$ cat src/core/srp_pkg.sv
// Constants and types for the serial register access port
package srp_pkg;

   // Frame layout
   localparam int unsigned SRP_PRE_LEN = 32;
   localparam int unsigned SRP_OP_BITS = 2;
   localparam int unsigned SRP_ADDR_BITS = 10;
   localparam int unsigned SRP_TA_BITS = 2;
   localparam int unsigned SRP_DATA_BITS = 16;
   localparam logic [1:0] SRP_OPC_REG = 2'h0;
   localparam logic SRP_START_SECOND = 1'h1;
   localparam logic SRP_TA_DRIVE = 1'h0;

   // Field positions inside the ten address bits
   localparam int unsigned SRP_RD_BIT = 9;
   localparam int unsigned SRP_IGN_BIT = 8;
   localparam int unsigned SRP_REG_ADDR_MSB = 7;

   // Register map
   localparam int unsigned SRP_REG_W = 8;
   localparam int unsigned SRP_ADDR_W = 8;
   localparam int unsigned SRP_NUM_REGS = 142;
   localparam logic [7:0] SRP_LAST_REG = 8'h8d;
   localparam logic [7:0] SRP_UPPER_FILL = 8'h00;

   // Counter widths and end values
   localparam int unsigned SRP_CNT_W = 5;
   localparam int unsigned SRP_ONES_W = 6;
   localparam logic [4:0] SRP_CNT_OP_END = 5'h01;
   localparam logic [4:0] SRP_CNT_ADDR_END = 5'h09;
   localparam logic [4:0] SRP_CNT_TA_END = 5'h01;
   localparam logic [4:0] SRP_CNT_DATA_END = 5'h0f;
   localparam logic [5:0] SRP_ONES_MIN = 6'h20;

   // Frame sequencer states
   typedef enum logic [2:0] {
      SRP_IDLE = 3'b000,
      SRP_START = 3'b001,
      SRP_OPCODE = 3'b010,
      SRP_ADDR = 3'b011,
      SRP_TURN = 3'b100,
      SRP_DATA = 3'b101
   } srp_state_t;

endpackage

$ cat src/core/srp_port.sv
// Serial register access port: two-wire management slave
`timescale 1ns/1ns
`default_nettype none
module srp_port
   import srp_pkg::*;
(
   // Clock and reset
   input wire logic clk,
   input wire logic rst,
   // Management pins
   input wire logic mdc,
   input wire logic mdio_i,
   output logic mdio_o,
   output logic mdio_oe,
   // Switch core read port
   input wire logic [SRP_ADDR_W-1:0] core_addr,
   output logic [SRP_REG_W-1:0] core_rdata,
   // Write notification to switch core
   output logic wr_pulse,
   output logic [SRP_ADDR_W-1:0] wr_addr,
   output logic [SRP_REG_W-1:0] wr_data
);
   // Synchronised pins
   logic [1:0] pins_s;
   logic mdc_s;
   logic mdio_s;
   logic mdc_d_q;
   logic rise;

   // Sequencer state
   srp_state_t state_q, state_d;
   logic [SRP_CNT_W-1:0] cnt_q, cnt_d;
   logic [SRP_ONES_W-1:0] ones_q, ones_d;
   logic [SRP_DATA_BITS-1:0] shift_q, shift_d;
   logic [SRP_DATA_BITS-1:0] tx_q, tx_d;
   logic [SRP_ADDR_W-1:0] addr_q, addr_d;
   logic rd_q, rd_d;
   logic out_q, out_d;
   logic oe_q, oe_d;
   logic wr_q, wr_d;
   logic [SRP_REG_W-1:0] wdat_q, wdat_d;

   // Helpers
   logic [SRP_ADDR_BITS-1:0] addr_full;
   logic [SRP_DATA_BITS-1:0] data_full;
   logic [SRP_REG_W-1:0] mem_rdata;
   logic [SRP_DATA_BITS-1:0] rd_word;

   srp_sync #(
      .WIDTH(2)
   ) u_sync (
      .clk(clk),
      .rst(rst),
      .async_i({mdc, mdio_i}),
      .sync_o(pins_s)
   );

   assign mdc_s = pins_s[1];
   assign mdio_s = pins_s[0];

   // Rising management clock edge detect
   always_ff @(posedge clk or posedge rst) begin
      if (rst) begin
         mdc_d_q <= 1'b0;
      end else begin
         mdc_d_q <= mdc_s;
      end
   end

   assign rise = mdc_s & ~mdc_d_q;

   // Completed address and data fields including the bit now sampled
   assign addr_full = {shift_q[SRP_ADDR_BITS-2:0], mdio_s};
   assign data_full = {shift_q[SRP_DATA_BITS-2:0], mdio_s};
   assign rd_word = {SRP_UPPER_FILL, mem_rdata};

   srp_regmem #(
      .DEPTH(SRP_NUM_REGS)
   ) u_mem (
      .clk(clk),
      .wr_en(wr_q),
      .wr_addr(addr_q),
      .wr_data(wdat_q),
      .rd_addr(addr_q),
      .rd_data(mem_rdata),
      .core_addr(core_addr),
      .core_data(core_rdata)
   );

   // Frame sequencer next state
   always_comb begin
      state_d = state_q;
      cnt_d = cnt_q;
      ones_d = ones_q;
      shift_d = shift_q;
      tx_d = tx_q;
      addr_d = addr_q;
      rd_d = rd_q;
      out_d = out_q;
      oe_d = oe_q;
      wr_d = 1'b0;
      wdat_d = wdat_q;
      if (rise) begin
         case (state_q)
            SRP_IDLE: begin
               oe_d = 1'b0;
               if (mdio_s) begin
                  if (ones_q < SRP_ONES_MIN) begin
                     ones_d = ones_q + 6'h01;
                  end
               end else begin
                  // First start bit after a full preamble
                  if (ones_q >= SRP_ONES_MIN) begin
                     state_d = SRP_START;
                  end
                  ones_d = '0;
               end
            end
            SRP_START: begin
               cnt_d = '0;
               if (mdio_s == SRP_START_SECOND) begin
                  state_d = SRP_OPCODE;
               end else begin
                  state_d = SRP_IDLE;
               end
            end
            SRP_OPCODE: begin
               shift_d = data_full;
               cnt_d = cnt_q + 5'h01;
               if (cnt_q == SRP_CNT_OP_END) begin
                  cnt_d = '0;
                  // Other opcodes are standard accesses, not ours
                  if (data_full[SRP_OP_BITS-1:0] == SRP_OPC_REG) begin
                     state_d = SRP_ADDR;
                  end else begin
                     state_d = SRP_IDLE;
                  end
               end
            end
            SRP_ADDR: begin
               shift_d = data_full;
               cnt_d = cnt_q + 5'h01;
               if (cnt_q == SRP_CNT_ADDR_END) begin
                  cnt_d = '0;
                  rd_d = addr_full[SRP_RD_BIT];
                  // Bit SRP_IGN_BIT is dropped here
                  addr_d = addr_full[SRP_REG_ADDR_MSB:0];
                  state_d = SRP_TURN;
               end
            end
            SRP_TURN: begin
               cnt_d = cnt_q + 5'h01;
               if (cnt_q == '0) begin
                  // Controller released the line; drive zero next
                  if (rd_q) begin
                     oe_d = 1'b1;
                     out_d = SRP_TA_DRIVE;
                  end
               end
               if (cnt_q == SRP_CNT_TA_END) begin
                  cnt_d = '0;
                  state_d = SRP_DATA;
                  if (rd_q) begin
                     out_d = rd_word[SRP_DATA_BITS-1];
                     tx_d = {rd_word[SRP_DATA_BITS-2:0], 1'b0};
                  end
               end
            end
            SRP_DATA: begin
               cnt_d = cnt_q + 5'h01;
               shift_d = data_full;
               if (rd_q) begin
                  out_d = tx_q[SRP_DATA_BITS-1];
                  tx_d = {tx_q[SRP_DATA_BITS-2:0], 1'b0};
               end
               if (cnt_q == SRP_CNT_DATA_END) begin
                  cnt_d = '0;
                  oe_d = 1'b0;
                  state_d = SRP_IDLE;
                  // Out-of-map writes raise no notification either
                  if (!rd_q && (addr_q <= SRP_LAST_REG)) begin
                     wr_d = 1'b1;
                     wdat_d = data_full[SRP_REG_W-1:0];
                  end
               end
            end
            default: begin
               state_d = SRP_IDLE;
               oe_d = 1'b0;
            end
         endcase
      end
   end

   // Frame sequencer registers
   always_ff @(posedge clk or posedge rst) begin
      if (rst) begin
         state_q <= SRP_IDLE;
         cnt_q <= '0;
         ones_q <= '0;
         shift_q <= '0;
         tx_q <= '0;
         addr_q <= '0;
         rd_q <= 1'b0;
         out_q <= 1'b0;
         oe_q <= 1'b0;
         wr_q <= 1'b0;
         wdat_q <= '0;
      end else begin
         state_q <= state_d;
         cnt_q <= cnt_d;
         ones_q <= ones_d;
         shift_q <= shift_d;
         tx_q <= tx_d;
         addr_q <= addr_d;
         rd_q <= rd_d;
         out_q <= out_d;
         oe_q <= oe_d;
         wr_q <= wr_d;
         wdat_q <= wdat_d;
      end
   end

   // Pin and core outputs
   assign mdio_o = out_q;
   assign mdio_oe = oe_q;
   assign wr_pulse = wr_q;
   assign wr_addr = addr_q;
   assign wr_data = wdat_q;

endmodule
`default_nettype wire

$ cat src/core/srp_sync.sv
// Two-stage synchroniser for pin inputs
`timescale 1ns/1ns
`default_nettype none
module srp_sync #(
   parameter int unsigned WIDTH = 2
) (
   // Clock and reset
   input wire logic clk,
   input wire logic rst,
   // Asynchronous inputs and synchronised outputs
   input wire logic [WIDTH-1:0] async_i,
   output logic [WIDTH-1:0] sync_o
);
   logic [WIDTH-1:0] meta_q;
   logic [WIDTH-1:0] sync_q;

   always_ff @(posedge clk or posedge rst) begin
      if (rst) begin
         meta_q <= '0;
         sync_q <= '0;
      end else begin
         meta_q <= async_i;
         sync_q <= meta_q;
      end
   end

   assign sync_o = sync_q;
endmodule
`default_nettype wire

$ cat src/core/srp_regmem.sv
// Configuration register storage with registered read ports
`timescale 1ns/1ns
`default_nettype none
module srp_regmem
   import srp_pkg::*;
#(
   parameter int unsigned DEPTH = SRP_NUM_REGS
) (
   // Clock
   input wire logic clk,
   // Write port
   input wire logic wr_en,
   input wire logic [SRP_ADDR_W-1:0] wr_addr,
   input wire logic [SRP_REG_W-1:0] wr_data,
   // Serial port read
   input wire logic [SRP_ADDR_W-1:0] rd_addr,
   output logic [SRP_REG_W-1:0] rd_data,
   // Switch core read
   input wire logic [SRP_ADDR_W-1:0] core_addr,
   output logic [SRP_REG_W-1:0] core_data
);
   logic [SRP_REG_W-1:0] mem_q [DEPTH];
   logic [SRP_REG_W-1:0] rd_q;
   logic [SRP_REG_W-1:0] core_q;

   // Out-of-map addresses write nothing and read zero
   always_ff @(posedge clk) begin
      if (wr_en && (wr_addr <= SRP_LAST_REG)) begin
         mem_q[wr_addr] <= wr_data;
      end
      rd_q <= (rd_addr <= SRP_LAST_REG) ? mem_q[rd_addr] : '0;
      core_q <= (core_addr <= SRP_LAST_REG) ? mem_q[core_addr] : '0;
   end

   assign rd_data = rd_q;
   assign core_data = core_q;
endmodule
`default_nettype wire

$ cat config.mk
export PLATFORM = sky130hd
export DESIGN_NAME = srp_port
export DESIGN_NICKNAME = d
export VERILOG_FILES = /design/src/core/srp_pkg.sv /design/src/core/srp_port.sv /design/src/core/srp_sync.sv /design/src/core/srp_regmem.sv
export SDC_FILE = /design/constraint.sdc
export NUM_CORES = 2
export LEC_CHECK = 0
export BUFFER_PORTS_ARGS = -buffer_cell sky130_fd_sc_hd__buf_4
export CAP_MARGIN = 10
export CORE_UTILIZATION = 35
export DETAILED_ROUTE_END_ITERATION = 6
export PLACE_DENSITY = 0.6
export SETUP_SLACK_MARGIN = 0.4
export SLEW_MARGIN = 0
export SYNTH_ARGS = -nofsm -noshare
export SYNTH_HDL_FRONTEND = slang
export SYNTH_SLANG_ARGS = --single-unit
$ cat constraint.sdc
create_clock -name clk -period 3.6 [get_ports clk]
set_input_delay 0.72 -clock clk [delete_from_list [all_inputs] [get_ports clk]]
set_output_delay 0.72 -clock clk [all_outputs]
set_load 0.02 [all_outputs]
==> flow_summary.yaml <==
run_status:
  status: "finished clean"
hold_path:
  hold_path_class: "input pin to flip-flop"
  hold_path_depth: 1
  min_from: "mdc"
  min_to: "u_sync.meta_q[1]"
synth:
  synth_commonest_cells: "1136 x edfxtp_1, 503 x mux4_2, 180 x mux2i_1, 175 x nor2_1, 121 x nand2_1"
  synth.most_common_cell: "edfxtp_1"
  synth_area_per_cell_um2: 18.0
  synth_ff_type: "edfxtp_1"
  ys_ff_latch: 1215
  yosysTopAreaCell: "edfxtp_1"
  synth-edff-count: 1136
  async_reset_ff_frac: 0.0519
  yosysSeqAreaShare: 0.633
  synthCells: 3166
  ys_top_cells_by_area: "edfxtp_1 60%, mux4_2 20%, mux2i_1 3.2%"
  syn_nets: 3186
  synth_top_cell_area_share: 0.600
  yosys_warnings: 0
  synthDistinctLibCells: 81
  synth_area_mm2: 0.0569
routing:
  postRouteAntennaNets: 0
  routed_wl_mm: 204
  drtIter0Drc: 5433
  drtPass1Iterations: 6
  remaining_drc_errors: 0
  wire_per_inst_um: 34.9
  vias: 36400
  routed_via_density: 6.23
timing:
  fin_tns_setup_ps: 0
  worst_clock_skew_ps: 24.4
  setup_violations: 0
  post-route-period-util: 0.903
  hold_viol: 0
  rsz0062_at_grt: "true"
  relSlewSlack: 0.326
  finalMaxSlewViolations: 0
  worst_pin_slew_ps: 1010
  fmax_mhz: 308
  period_needed_ps: 3250
grt:
  grt_busiest_layer: "met2"
  grt_overflow: 0
  grt_start_max_net_pins: 144
  met1_usage: 0.344
  grt_pass1_wl_mm: 281
  grt.met2_usage: 0.361
  grtUsageTotal: 0.248
  grt_pass1_vias: 35200
  antenna_found_initial: 7
  met3_usage: 0.0658
pwr:
  vdd_drop_max_uv: 429
  leakage_nw: 18.4
  p_total_mw: 30.0
  power_density_mw_per_mm2: 447
die:
  die_h_um: 405
  rows: 147
  die-area_mm2: 0.164
  io_pins: 39
  chipWidth_um: 405
  fp.coreArea_mm2: 0.161
  initial_utilization: 0.353
cts:
  clock_latency_ps: 780
  clk_pin_slew_ps: 60
  h-tree-depth: 4
  cts.path.max_buffers: 3
  holdBufCountCts: 0
  clkSinkCount: 1215
  cts_tree: "built"
  cts_made_buffers: 135
  cts-root-buf: "clkbuf_16"
flow_run:
  cap_viol_max_count: 0
setup_path:
  required_ps: 4060
  start_kind: "flip-flop"
  rr_worst_depth: 6
  path_class: "flip-flop to flip-flop"
  r2r-start: "wr_addr[3]"
  r2r_end: "u_mem.mem_q[18][4]"
  arrival_ps: 3710
  cp_max_fo: 18
  ff2ff_setup_slack_ps: 350
  critPathCaptureType: "flip-flop"
layout:
  multiInputGateArea_mm2: 0.0195
  stdcell_area_mm2: 0.0671
  nNetsFinal: 3589
  syn_to_final_growth_pct: 18.0
  fillers: 14300
  drive_above_1_share: 0.358
  area.sequential_mm2: 0.0360
placement:
  place_congestion: 0.994
  dp_hpwl_mm: 143
  placed_cell_area_mm2: 0.0626
  port_buffers: 38
[power by group]
part / internal [mW] / switching [mW] / leakage, nW
combinational: 0.357 / 0.582 / 7.46
sequential: 15.2 / 0.0513 / 8.79
clock: 8.03 / 5.75 / 2.13
[worst max-delay path, stage by stage (launching register included)]
cell and delay, ps:
dfrtp_2 670, nor2_4 880, buf_4 470, nand3_1 210
buf_4 290, nor2_1 140, buf_4 250
[layer usage]
| layer | wire length [µm] | vias to the layer above |
|---|---|---|
| met5 | 122 | - |
| met4 | 10600 | 6 |
| met3 | 25400 | 429 |
| met2 | 88900 | 2594 |
| met1 | 78900 | 19200 |
| li1 | - | 14200 |
[cells in the final DEF, fill, tap and decap left out, types with 12 or more instances in the layout]
master / netlist / layout
edfxtp_1: 1136 / 1136
mux4_2: 503 / 503
buf_4: 23 / 458
mux2i_1: 180 / 180
nor2_1: 175 / 174
clkbuf_16: 0 / 138
nand2_1: 121 / 121
a22oi_1: 115 / 112
a21oi_1: 73 / 73
nand3_1: 60 / 60
mux2_2: 58 / 58
o21ai_0: 58 / 58
dfrtp_1: 63 / 51
buf_12: 2 / 45
nor3_1: 33 / 31
clkinv_1: 1 / 26
clkbuf_1: 96 / 25
a221oi_1: 24 / 24
clkinv_2: 0 / 23
o22ai_1: 22 / 22
nand4_1: 22 / 22
nand2b_1: 17 / 17
nor2b_1: 20 / 17
a31oi_1: 18 / 17
dfxtp_1: 16 / 16
inv_1: 16 / 15
o211ai_1: 14 / 14
a32oi_1: 13 / 13
bufinv_16: 0 / 12
[logic make-up after synthesis]
| family | count (synthesis) | synth area share |
|---|---|---|
| simple gates | 517 | 0.0435 |
| buf+inv | 264 | 0.0261 |
| fa+ha+maj | 8 | 0.00176 |
| flops | 1215 | 0.633 |
| compound gates | 415 | 0.0502 |
| mux | 747 | 0.245 |
[registers in the layout, indices dropped and copies added (netlist names), 5 cells and up, named ones only]
register / count
cnt_q: 5
ones_q: 6
shift_q: 9
tx_q: 15
u_mem.core_data: 8
u_mem.mem_q: 1136
u_mem.rd_data: 8
wr_addr: 8
wr_data: 8
[final cells by class]
class                   instances  area share
clock inverters                73      0.0107
well taps                    2160      0.0403
diodes                          3    0.000112
multi-input cells            1687       0.290
repair buffers                510      0.0662
inverters                      20     0.00112
flip-flops and latches       1215       0.537
clock buffers                 170      0.0543
[worst max path at each step]
stage / start / to / slack, ps / depth (start not counted)
after floorplan: wr_addr[0] / u_mem.mem_q[87][0] / 810 / 8
after global placement: core_addr[0] / u_mem.core_data[0] / -90 / 10
after detailed placement: core_addr[2] / u_mem.core_data[0] / -140 / 8
after CTS: wr_addr[0] / u_mem.rd_data[7] / 410 / 9
after global routing: wr_addr[0] / u_mem.rd_data[1] / 360 / 10
final: wr_addr[3] / u_mem.mem_q[18][4] / 350 / 6
[through the flow]
| step | hold slack (ps) | setup WS (ps) | util | cells |
|---|---|---|---|---|
| finish | 64.6 | 350 | 0.417 | 5838 |
| global route | 45.5 | 365 | 0.417 | 5836 |
| CTS | 15.1 | 405 | 0.416 | 5831 |
| detailed placement | 336 | -143 | 0.389 | 5585 |
| global placement | 338 | -88.4 | 0.389 | 5585 |
| floorplan | 331 | 806 | - | 3166 |
[repair_timing]
| item | in CTS | in global routing |
|---|---|---|
| endpoints found under the hold margin | 0 | 0 |
| buffers inserted | 3 | 4 |
| gates resized for setup | 4 | 12 |
| pin swaps | 0 | 1 |
| gates cloned | 0 | 0 |
| endpoints found under the setup margin | 5 | 18 |
(Power assumes the default switching activity.)
